**src/acr_pkg.sv**
```systemverilog
// Constants shared by the converter control block and its sequencer
// How it works
// - Clearing converter_on powers the converter down and stops conversions.
// - The wait low-power mode has no effect on the converter.
// - Halt disables the converter; a settling flag runs after wakeup.
// - Done flag sets on completion; clears on result_high read or control write.
// - Converter clock: slow gives cpu/4, else speed gives cpu, else cpu/2.
// - Converter_on is read/write; one switches on, zero switches off.
// - Four-bit channel_select picks analog input zero to nine.
// - Result_high shows result bits nine down to two.
// - The two low result bits sit in bits 1:0 of result_low_control.
// - Bits 7:5 of result_low_control always read zero.
// - Amp_offset_cal ties the amplifier input to zero volts.
// - Amp_path_select routes the input through the amplifier when set.
// - Once switched on, the selected channel converts continuously.
// - A channel change aborts the conversion, clears done and restarts.
// - Input above reference gives all ones; below gives all zeros.
package acr_pkg;

  // ==========================================================
  // Register map (index; byte address is four times the index)
  localparam logic [9:0] CSR_IDX  = 10'h036;
  localparam logic [9:0] DRH_IDX  = 10'h037;
  localparam logic [9:0] DRL_IDX  = 10'h038;
  localparam logic [9:0] IST_IDX  = 10'h039;
  localparam logic [9:0] IMSK_IDX = 10'h03A;
  localparam logic [9:0] STAT_IDX = 10'h03B;

  // ==========================================================
  // Field positions
  localparam int unsigned CSR_EOC   = 7;
  localparam int unsigned CSR_SPEED = 6;
  localparam int unsigned CSR_ON    = 5;
  localparam int unsigned CH_W      = 4;
  localparam int unsigned DRL_CAL   = 4;
  localparam int unsigned DRL_SLOW  = 3;
  localparam int unsigned DRL_AMP   = 2;
  localparam int unsigned IRQ_W     = 2;
  localparam int unsigned IRQ_DONE  = 0;
  localparam int unsigned IRQ_ABORT = 1;
  localparam int unsigned ST_BUSY   = 0;
  localparam int unsigned ST_HALT   = 1;
  localparam int unsigned ST_SETTLE = 2;
  localparam int unsigned ST_WAIT   = 3;

  // ==========================================================
  // Reset values
  localparam logic [3:0]       CH_RST   = 4'h0;
  localparam logic [IRQ_W-1:0] IMSK_RST = 2'h0;

  // ==========================================================
  // Result and timing
  localparam int unsigned RES_W      = 10;
  localparam logic [3:0]  SAR_MSB    = 4'h9;
  localparam int unsigned CLK_MHZ    = 250;
  localparam int unsigned SETTLE_NS  = 10000;
  localparam int unsigned SETTLE_CYC = (SETTLE_NS * CLK_MHZ + 999) / 1000;
  localparam int unsigned SETTLE_W   = 12;
  localparam logic [1:0]  CMP_WAIT   = 2'h3;
  localparam logic [1:0]  DIV_FULL   = 2'h0;
  localparam logic [1:0]  DIV_HALF   = 2'h1;
  localparam logic [1:0]  DIV_QUART  = 2'h3;

  typedef enum logic [1:0] {
    ACR_SAR_IDLE   = 2'b00,
    ACR_SAR_SAMPLE = 2'b01,
    ACR_SAR_TRIAL  = 2'b10
  } acr_sar_e;

endpackage : acr_pkg

```
**src/acr_top.sv**
```systemverilog
// Converter control registers, clocking and APB slave
`timescale 1ns/10ps
`default_nettype none
module acr_top
  import acr_pkg::*;
(
  input  wire logic             pclk,
  input  wire logic             presetn,
  input  wire logic [11:0]      paddr,
  input  wire logic             psel,
  input  wire logic             penable,
  input  wire logic             pwrite,
  input  wire logic [31:0]      pwdata,
  output logic                  pready,
  output logic [31:0]           prdata,
  output logic                  pslverr,
  input  wire logic             halt_mode,
  input  wire logic             wait_mode,
  input  wire logic             cmp_above,
  output logic                  converter_power,
  output logic [CH_W-1:0]       mux_channel,
  output logic                  amp_path_select,
  output logic                  amp_offset_cal,
  output logic [RES_W-1:0]      dac_code,
  output logic                  irq
);

  // ==========================================================
  // Declarations
  logic                 converter_on;
  logic                 speed;
  logic                 slow;
  logic [CH_W-1:0]      channel_select;
  logic                 eoc;
  logic [RES_W-1:0]     result;
  logic [IRQ_W-1:0]     irq_status;
  logic [IRQ_W-1:0]     irq_mask;
  logic [SETTLE_W-1:0]  settle_cnt;
  logic                 halt_q;
  logic                 cmp_meta;
  logic                 cmp_sync;
  logic [1:0]           div_cnt;
  logic [1:0]           div_lim;
  logic                 tick;
  logic                 run;
  logic                 restart;
  logic                 sar_done;
  logic                 sar_busy;
  logic [RES_W-1:0]     sar_result;
  logic                 access;
  logic                 setup_rd;
  logic                 wr;
  logic                 rd;
  logic [9:0]           idx;
  logic                 mapped;
  logic                 wr_csr;
  logic                 wr_drl;
  logic                 wr_ist;
  logic                 wr_imsk;
  logic                 rd_drh;
  logic [7:0]           wbyte;
  logic [7:0]           rd_data;
  logic                 conv_done;
  logic [IRQ_W-1:0]     irq_event;
  logic [IRQ_W-1:0]     next_irq_status;

  // ==========================================================
  // APB decode
  // Registers sit on aligned words; bits above 7 read zero
  assign idx      = paddr[11:2];
  assign mapped   = (paddr[1:0] == 2'h0) &&
                    ((idx == CSR_IDX) || (idx == DRH_IDX) ||
                     (idx == DRL_IDX) || (idx == IST_IDX) ||
                     (idx == IMSK_IDX) || (idx == STAT_IDX));
  assign setup_rd = psel && penable && !pready;
  assign access   = psel && penable && pready;
  assign wr       = access && pwrite && mapped;
  assign rd       = access && !pwrite && mapped;
  assign wbyte    = pwdata[7:0];
  assign wr_csr   = wr && (idx == CSR_IDX);
  assign wr_drl   = wr && (idx == DRL_IDX);
  assign wr_ist   = wr && (idx == IST_IDX);
  assign wr_imsk  = wr && (idx == IMSK_IDX);
  assign rd_drh   = rd && (idx == DRH_IDX);

  // ==========================================================
  // Read mux
  always_comb begin
    rd_data = 8'h00;
    if (paddr[1:0] == 2'h0) begin
      unique case (idx)
        CSR_IDX: begin
          // Bit 4 is reserved and reads zero
          rd_data = {eoc, speed, converter_on, 1'b0, channel_select};
        end
        DRH_IDX: begin
          rd_data = result[RES_W-1:2];
        end
        DRL_IDX: begin
          rd_data = {3'h0, amp_offset_cal, slow, amp_path_select,
                     result[1:0]};
        end
        IST_IDX: begin
          rd_data = {6'h00, irq_status};
        end
        IMSK_IDX: begin
          rd_data = {6'h00, irq_mask};
        end
        STAT_IDX: begin
          rd_data = {4'h0, wait_mode, (settle_cnt != '0), halt_mode,
                     sar_busy};
        end
        default: begin
          rd_data = 8'h00;
        end
      endcase
    end
  end

  // ==========================================================
  // APB answer: one wait state, data and error from flops
  always_ff @(posedge pclk or negedge presetn) begin
    if (!presetn) begin
      pready  <= 1'b0;
      prdata  <= 32'h0000_0000;
      pslverr <= 1'b0;
    end else begin
      pready  <= setup_rd;
      pslverr <= setup_rd && !mapped;
      if (setup_rd && !pwrite && mapped) begin
        prdata <= {24'h00_0000, rd_data};
      end else if (setup_rd) begin
        prdata <= 32'h0000_0000;
      end
    end
  end

  // ==========================================================
  // Control register
  always_ff @(posedge pclk or negedge presetn) begin
    if (!presetn) begin
      converter_on   <= 1'b0;
      speed          <= 1'b0;
      channel_select <= CH_RST;
    end else if (wr_csr) begin
      converter_on   <= wbyte[CSR_ON];
      speed          <= wbyte[CSR_SPEED];
      // Inputs past nine depend on the package; value is kept as written
      channel_select <= wbyte[CH_W-1:0];
    end
  end

  // ==========================================================
  // Low control bits
  always_ff @(posedge pclk or negedge presetn) begin
    if (!presetn) begin
      amp_offset_cal  <= 1'b0;
      slow            <= 1'b0;
      amp_path_select <= 1'b0;
    end else if (wr_drl) begin
      amp_offset_cal  <= wbyte[DRL_CAL];
      slow            <= wbyte[DRL_SLOW];
      amp_path_select <= wbyte[DRL_AMP];
    end
  end

  // ==========================================================
  // Converter enable
  // Wait mode is deliberately absent here
  assign run     = converter_on && !halt_mode;
  assign restart = wr_csr && (wbyte[CH_W-1:0] != channel_select);
  // A finish that collides with an abort is discarded
  assign conv_done = sar_done && !restart;

  always_ff @(posedge pclk or negedge presetn) begin
    if (!presetn) begin
      converter_power <= 1'b0;
      mux_channel     <= CH_RST;
    end else begin
      converter_power <= run;
      mux_channel     <= wr_csr ? wbyte[CH_W-1:0] : channel_select;
    end
  end

  // ==========================================================
  // Converter clock divider
  // Clock limits for the amplifier path are left to software
  always_comb begin
    if (slow) begin
      div_lim = DIV_QUART;
    end else if (speed) begin
      div_lim = DIV_FULL;
    end else begin
      div_lim = DIV_HALF;
    end
  end

  assign tick = (div_cnt >= div_lim);

  always_ff @(posedge pclk or negedge presetn) begin
    if (!presetn) begin
      div_cnt <= 2'h0;
    end else if (!run || tick) begin
      div_cnt <= 2'h0;
    end else begin
      div_cnt <= div_cnt + 2'h1;
    end
  end

  // ==========================================================
  // Comparator synchroniser
  always_ff @(posedge pclk or negedge presetn) begin
    if (!presetn) begin
      cmp_meta <= 1'b0;
      cmp_sync <= 1'b0;
    end else begin
      cmp_meta <= cmp_above;
      cmp_sync <= cmp_meta;
    end
  end

  // ==========================================================
  // Sequencer
  acr_sar u_sar (
    .pclk     (pclk),
    .presetn  (presetn),
    .run      (run),
    .restart  (restart),
    .tick     (tick),
    .cmp_hi   (cmp_sync),
    .dac_code (dac_code),
    .result   (sar_result),
    .done     (sar_done),
    .busy     (sar_busy)
  );

  // ==========================================================
  // Result and done flag
  always_ff @(posedge pclk or negedge presetn) begin
    if (!presetn) begin
      result <= '0;
    end else if (conv_done) begin
      result <= sar_result;
    end
  end

  // Completion wins over a read or write clear in the same cycle
  always_ff @(posedge pclk or negedge presetn) begin
    if (!presetn) begin
      eoc <= 1'b0;
    end else if (conv_done) begin
      eoc <= 1'b1;
    end else if (rd_drh || wr_csr) begin
      eoc <= 1'b0;
    end
  end

  // ==========================================================
  // Settling after halt wakeup
  always_ff @(posedge pclk or negedge presetn) begin
    if (!presetn) begin
      halt_q     <= 1'b0;
      settle_cnt <= '0;
    end else begin
      halt_q <= halt_mode;
      if (halt_q && !halt_mode) begin
        settle_cnt <= SETTLE_W'(SETTLE_CYC);
      end else if (halt_mode) begin
        settle_cnt <= '0;
      end else if (settle_cnt != '0) begin
        settle_cnt <= settle_cnt - SETTLE_W'(1);
      end
    end
  end

  // ==========================================================
  // Interrupt status, mask and output
  // Masks reset to zero, so by default only polling is used
  assign irq_event = {restart && sar_busy, conv_done};

  always_comb begin
    next_irq_status = irq_status;
    if (wr_ist) begin
      next_irq_status = irq_status & ~wbyte[IRQ_W-1:0];
    end
    next_irq_status = next_irq_status | irq_event;
  end

  always_ff @(posedge pclk or negedge presetn) begin
    if (!presetn) begin
      irq_status <= '0;
    end else begin
      irq_status <= next_irq_status;
    end
  end

  always_ff @(posedge pclk or negedge presetn) begin
    if (!presetn) begin
      irq_mask <= IMSK_RST;
    end else if (wr_imsk) begin
      irq_mask <= wbyte[IRQ_W-1:0];
    end
  end

  always_ff @(posedge pclk or negedge presetn) begin
    if (!presetn) begin
      irq <= 1'b0;
    end else begin
      irq <= |(next_irq_status & irq_mask);
    end
  end

endmodule : acr_top
`default_nettype wire

```
**src/acr_sar.sv**
```systemverilog
// Successive-approximation sequencer stepping on converter clock ticks
`timescale 1ns/10ps
`default_nettype none
module acr_sar
  import acr_pkg::*;
(
  input  wire logic             pclk,
  input  wire logic             presetn,
  input  wire logic             run,
  input  wire logic             restart,
  input  wire logic             tick,
  input  wire logic             cmp_hi,
  output logic [RES_W-1:0]      dac_code,
  output logic [RES_W-1:0]      result,
  output logic                  done,
  output logic                  busy
);

  acr_sar_e         state;
  logic [3:0]       idx;
  logic [1:0]       lat;
  logic [RES_W-1:0] bit_mask;
  logic [RES_W-1:0] decided;

  assign bit_mask = RES_W'(1) << idx;
  // Input above the trial keeps the bit, so saturation falls out
  assign decided  = cmp_hi ? dac_code : (dac_code & ~bit_mask);
  assign busy     = (state != ACR_SAR_IDLE);

  // ==========================================================
  // Sequencer
  always_ff @(posedge pclk or negedge presetn) begin
    if (!presetn) begin
      state    <= ACR_SAR_IDLE;
      idx      <= 4'h0;
      lat      <= 2'h0;
      dac_code <= '0;
      result   <= '0;
      done     <= 1'b0;
    end else begin
      done <= 1'b0;
      if (!run) begin
        state <= ACR_SAR_IDLE;
      end else if (restart) begin
        state <= ACR_SAR_SAMPLE;
      end else begin
        unique case (state)
          ACR_SAR_IDLE: begin
            state <= ACR_SAR_SAMPLE;
          end
          ACR_SAR_SAMPLE: begin
            if (tick) begin
              dac_code <= RES_W'(1) << SAR_MSB;
              idx      <= SAR_MSB;
              lat      <= 2'h0;
              state    <= ACR_SAR_TRIAL;
            end
          end
          ACR_SAR_TRIAL: begin
            // Comparator lags the code by its synchroniser
            if (lat != CMP_WAIT) begin
              lat <= lat + 2'h1;
            end else if (tick) begin
              lat <= 2'h0;
              if (idx == 4'h0) begin
                result <= decided;
                done   <= 1'b1;
                state  <= ACR_SAR_SAMPLE;
              end else begin
                dac_code <= decided | (bit_mask >> 1);
                idx      <= idx - 4'h1;
              end
            end
          end
        endcase
      end
    end
  end

endmodule : acr_sar
`default_nettype wire

```
**config.mk**
```make
export PLATFORM = sky130hd
export DESIGN_NAME = acr_top
export DESIGN_NICKNAME = d
export VERILOG_FILES = /design/src/acr_pkg.sv /design/src/acr_top.sv /design/src/acr_sar.sv
export SDC_FILE = /design/constraint.sdc
export NUM_CORES = 1
export LEC_CHECK = 0
export BUFFER_PORTS_ARGS = -buffer_cell sky130_fd_sc_hd__buf_2
export CAP_MARGIN = 20
export CORE_MARGIN = 2
export CORE_UTILIZATION = 58
export DETAILED_ROUTE_END_ITERATION = 10
export PLACE_DENSITY = 0.94
export SLEW_MARGIN = 10
export SYNTH_ARGS = -nofsm -noshare
export SYNTH_HDL_FRONTEND = slang
export SYNTH_SLANG_ARGS = --single-unit
```
**constraint.sdc**
```tcl
create_clock -name pclk -period 3.6 [get_ports pclk]
set_input_delay 0.36 -clock pclk [delete_from_list [all_inputs] [get_ports pclk]]
set_output_delay 0.36 -clock pclk [all_outputs]
set_load 0.02 [all_outputs]
```
# [Word level (Yosys, flattened, before mapping)]
# Index checks and enable logic that the tools add are counted.
# W data, S select, Z words.
[word_totals] reg_bits=106 word_cells=147
[classes] add_sub_neg=4 magnitude_cmp=1 n_eq_ne=18 shift=1 muxes=40 bitwise_logic=9 n_reduce_logical=48
[op_table] op="$mux W32" n=2
[op_table] op="$eq A10 B6 Y1 const B" n=6
[op_table] op="$mux W10" n=5
[op_table] op="$pmux W8 S6" n=1
[op_table] op="$mux W12" n=3
[op_table] op="$mux W2" n=11
[op_table] op="$logic_and A1 B1 Y1" n=21
[op_table] op="$pmux W10 S2" n=1
[op_table] op="$mux W4" n=4
[op_table] op="$ne A4 B4 Y1 const B" n=3
[op_table] op="$reduce_bool A12 Y1" n=1
[op_table] op="$sub A12 B1 Y12 const B" n=1
[op_table] op="$and A10 B10 Y10" n=1
[op_table] op="$ne A2 B2 Y1 const B" n=5
[op_table] op="$not A10 Y10" n=1
[op_table] op="$or A10 B9 Y10" n=1
[op_table] op="$shl A1 B4 Y10 const A" n=1
[op_table] op="$mux W1" n=9
[op_table] op="$mux W8" n=1
[op_table] op="$pmux W4 S2" n=1
[op_table] op="$reduce_bool A2 Y1" n=4
[op_table] op="$logic_or A1 B1 Y1" n=7
[op_table] op="$reduce_and A7 Y1" n=1
[op_table] op="$logic_not A1 Y1" n=6
[op_table] op="other kinds (20)" n=24

# [Logic depth before layout (Yosys ltp)]
[logic_depth] ltp_word=15 depth_mapped=9

# [Cells and area by module]
# Synthesis repeated with hierarchy kept, for this count alone.
[hier_totals] hier_cells=402 area_unflattened_um2=4282.9
[modules_own_cells] mod="acr_top" instances=1 cells_each=252 area_per_inst_um2=2721.4
[modules_own_cells] mod="acr_sar" instances=1 cells_each=150 area_per_inst_um2=1561.5

# [Worst setup path before layout]
# OpenSTA, ideal clock, no wires.
[synth_path] path_type="reg2reg" startpoint="register u_sar.idx[0]" endpoint="register u_sar.dac_code[1]" setup_time_ps=126 t_arrival_ps=1921 required_ps=3474 slack_ps=1553 path_stages_with_launch=8 synth_period_minus_slack_ps=2047 path_cell_list="dfrtp_1 > inv_1 > ha_1 > or3b_2 > nand2_1 > o22ai_1 > nand3_1 > a221o_1"
[synth_between] elab_chain_len=9 word_cells_on_any_way=12 cone_classes="eq/ne: 1; shift: 1; mux: 5; bitwise: 3; reduce/logical: 2"
[synth_lines] element="start, declared" line_no="acr_sar.sv:20" source="logic [3:0] idx;"
[synth_lines] element="start signal, assigned" line_no="acr_sar.sv:71" source="idx <= idx - 4'h1;"
[synth_lines] element="$shl A1 B4 Y10" line_no="acr_sar.sv:25" source="assign bit_mask = RES_W'(1) << idx;"
[synth_lines] element="$not A10 Y10" line_no="acr_sar.sv:27" source="assign decided = cmp_hi ? dac_code : (dac_code & ~bit_mask);"
[synth_lines] element="$and A10 B10 Y10" line_no="acr_sar.sv:27"
[synth_lines] element="$mux W10" line_no="acr_sar.sv:27"
[synth_lines] element="$or A10 B9 Y10" line_no="acr_sar.sv:70" source="dac_code <= decided | (bit_mask >> 1);"
[synth_lines] element="$mux W10" line_no="acr_sar.sv:65" source="if (idx == 4'h0) begin"
[synth_lines] element="$mux W10" line_no="acr_sar.sv:63" source="end else if (tick) begin"
[synth_lines] element="$mux W10" line_no="acr_sar.sv:61" source="if (lat != CMP_WAIT) begin"
[synth_lines] element="$pmux W10 S2" line_no="acr_sar.sv:47" source="unique case (state)"
[synth_lines] element="end signal, assigned" line_no="acr_sar.sv:53" source="dac_code <= RES_W'(1) << SAR_MSB;"
[synth_lines] element="end signal, assigned" line_no="acr_sar.sv:70"
[synth_lines] element="end, declared" line_no="acr_sar.sv:13" source="output logic [RES_W-1:0] dac_code,"
# Several ways; a longest one is shown, not always the timed one. The select of a mux whose other input is x is not followed.
# A chain may end at the register's enable or synchronous reset.

# [Worst setup path in the final report]
# Same ends and word-level chain as after synthesis.

==> results.md <==
- Status: finished clean
- XOR/XNOR Fraction of Synth Area: 1.608%
- Cell Area, Synth: 0.004358 mm²
- Async S/R FF share, synth: 100.0%
- Die area: 0.008223 mm²
- Max Fclk: 0.3829 GHz
- Antenna violations before repair: 0
- RSZ-0062 raised after global routing: no
- DP Wirelength: 6714 µm
- Setup bufs post-CTS: 0
- CTS tree: built
- Grt ovf: 0
- Clock sinks: 82
- Clock Tree Root: clkbuf_8
- Area fraction of the dominant cell type after synthesis: 47.09%
- Number of global-route vias before repair: 3289
- Clock Skew: 0.008990 ns
- Sequential fraction of the synthesis area: 47.09%
- WS Path Type: flip-flop to flip-flop
- Initial Util: 60.08%
- Post-synthesis cell type count: 62
- Yosys reg bits: 82
- CP max-delay cell: o22ai_1
- Detailed-route DRC error count: 0
- Synth Area in Simple Gates: 18.23%
- Peak VDD IR: 255.2 µV
- Core ar.: 0.007253 mm²
- Worst hold path cell count: 1
- Gpl congestion: 0.9286
- Router iterations before antenna repair: 5
- Routed wire length: 9731 µm
- # resized after CTS: 0
- Slowest stage delay, CP: 0.58 ns
- Hold buffer count at CTS: 0
- Fin Setup TNS: 0 ns
- Post-route cell area: 0.004826 mm²
- Hold Fails Final Rpt: 0
- Final Setup Violations: 0
- Critical Path Fanout Max: 9
- Tcrit/Tclk final: 72.54%
- Antenna Cells: 0
- Via Count: 3408
- WP data required: 3.84 ns
- Port Buf Inserts: 54
- Die X: 90.68 µm
- Max cap viols: 0
- Slew margin rel.: 50.92%
- Count leader, synth: dfrtp_1
- Mean post-synth cell area: 10.38 µm²
- Htree depth: 3
- Ys Warns: 0
- Primary FF master, synth: dfrtp_1
- Detail Route Antenna Nets: 0
- Compound-Gate Fraction of Synth Area: 11.28%
- Top delay family on crit path: compound AO/OA/AOI/OAI gates
- Layout cell share with drive strength beyond 1: 22.69%
- Initial DRC Count: 257
- Vias per cell: 5.927
- Tmin final: 2.611 ns
- Final slew viol count: 0
- Syn-to-layout area delta: 10.74%
- Total CTS buffers: 9
- Drt wl/cell: 16.92 µm
- CP bufs+invs: 1
- Main combinational cell family by area after synthesis: simple AND/OR/NAND/NOR gates
- Post-synth top cells: dfrtp_1, nand2_1, inv_1
- Boundary Pins: 104
- Row Count: 31
- R2R depth: 7
- Pwr Density: 370.5 mW/mm²
- Leak: 0.002296 µW
- # fillers: 542
- Critical path endpoint category: flip-flop
- Worst-margin pin slew: 0.7363 ns
- WP data arrival: 2.85 ns
- Post-synthesis cell count: 420
- Post-synthesis mux area share: 10.05%
- Die height: 90.68 µm
- Synth top area cells: dfrtp_1, mux2_2, buf_4, ha_1, nand2_1
- Placed instance area: 0.004584 mm²
- Largest net degree at the start of global routing: 83
- Hold Crit Class: input pin to flip-flop
- First-pass GRT wire length: 16150 µm
- Clk slew on worst S/H paths: 0.08 ns
- EDFF count, synth: 0
- GRT Overall Usage: 24.48%
- Leading area contributor after synthesis: dfrtp_1
- Skew-Pair Late Insertion Delay: 0.36 ns
- Post-layout net count: 535
- Path length in cells of the critical path: 7
- Adder-cell share of the synthesized area: 3.445%
- Critical Path Source Type: flip-flop
- CP cell instances: inv_1, ha_1, or3b_2, nand2_1, o22ai_1, nand3_1, a221o_1
- Longest Clk Path Bufs: 2
## cells by family (layout without fill, tap and decap cells)
group | after synthesis | after routing
flip-flops | 82 | 82
AND/OR/NAND/NOR | 138 | 138
adder cells (fa/ha/maj) | 12 | 12
buffers and inverters | 66 | 99
XOR/XNOR | 8 | 8
multiplexers | 37 | 37
AO/OA/AOI/OAI | 76 | 76
other | 1 | 24
## state kept, by name (all words and copies together), names as in the netlist, 2 cells and up
register and flops:
div_cnt 2, u_sar.idx 4, u_sar.dac_code 10, irq_status 2, result 10, irq_mask 2, u_sar.lat 2, prdata 8
u_sar.result 10, mux_channel 4, settle_cnt 12, u_sar.state 2
## layout make-up
cell class | instances | area, µm² | area share (%)
inverter | 27 | 101.3 | 2.100
clock buffer | 11 | 141.4 | 2.930
multi-input combinational | 295 | 2034 | 42.16
clock inverter | 5 | 62.56 | 1.296
timing repair buffer | 56 | 310.3 | 6.430
tap | 99 | 123.9 | 2.567
sequential | 82 | 2052 | 42.52
## worst reg2reg max path, cell delays in order, from the launching register on
cell and delay [ns]:
dfrtp_1 0.44, inv_1 0.11, ha_1 0.29, or3b_2 0.25, nand2_1 0.06, o22ai_1 0.58, nand3_1 0.34, a221o_1 0.42
## cells in the final DEF (no fill, tap or decap), types with 4 or more instances in the layout
cell type and instances:
nand2_1 38, nand2b_1 7, nand4_1 8, o21ai_0 25
mux2i_1 13, a22o_1 6, and2_1 6, conb_1 24
mux2_2 19, buf_2 53, a21oi_1 16, nor3_1 8
nor2b_1 4, clkbuf_8 10, dfrtp_1 82, and3_1 5
nand3_1 16, inv_1 27, nor2_1 19, xnor2_1 6
a31oi_1 6, ha_1 12
## through the flow
step	total power, µW	worst slack [ns]	hold slack (ns)	utilization (%)	std cells
CTS	1788	1.086	0.09777	66.02	573
global route	1855	0.8505	0.09884	66.53	575
finish	1788	0.9886	0.1110	66.53	575
global placement	1107	1.167	0.3326	63.21	557
detailed placement	1115	1.097	0.3419	63.21	557
floorplan	1079	1.553	0.06441	-	443
## power by group
part | switching, µW | internal, µW | leakage, µW | total (µW)
clock | 340 | 343 | 0.0000962 | 684
combinational | 102 | 53.4 | 0.00115 | 155
sequential | 15.5 | 934 | 0.00105 | 949
total | 457 | 1330 | 0.00230 | 1790
## metal layers
metal  share of wire [%]  GRT usage (%)  up-vias
met4                 2.3          9.103        0
met2                  50          40.36      144
met1                  41          31.52     1694
li1                    -              -     1545
met3                 6.1          5.760       25
met5                   0              0        -
## final timing paths
kind | startpoint | endpoint | slack [ns]
min | cmp_above | cmp_meta$_DFF_PN0_ | 0.11
max | u_sar.idx[0]$_DFFE_PN0P_ | u_sar.dac_code[1]$_DFFE_PN0P_ | 0.99
max in group asynchronous | presetn | cmp_sync$_DFF_PN0_ | 2.61
max reg2reg | u_sar.idx[0]$_DFFE_PN0P_ | u_sar.dac_code[1]$_DFFE_PN0P_ | 0.99
min in group asynchronous | presetn | pready$_DFF_PN0_ | 0.41
min reg2reg | cmp_meta$_DFF_PN0_ | cmp_sync$_DFF_PN0_ | 0.36
Power figures use the tool's default switching activity.
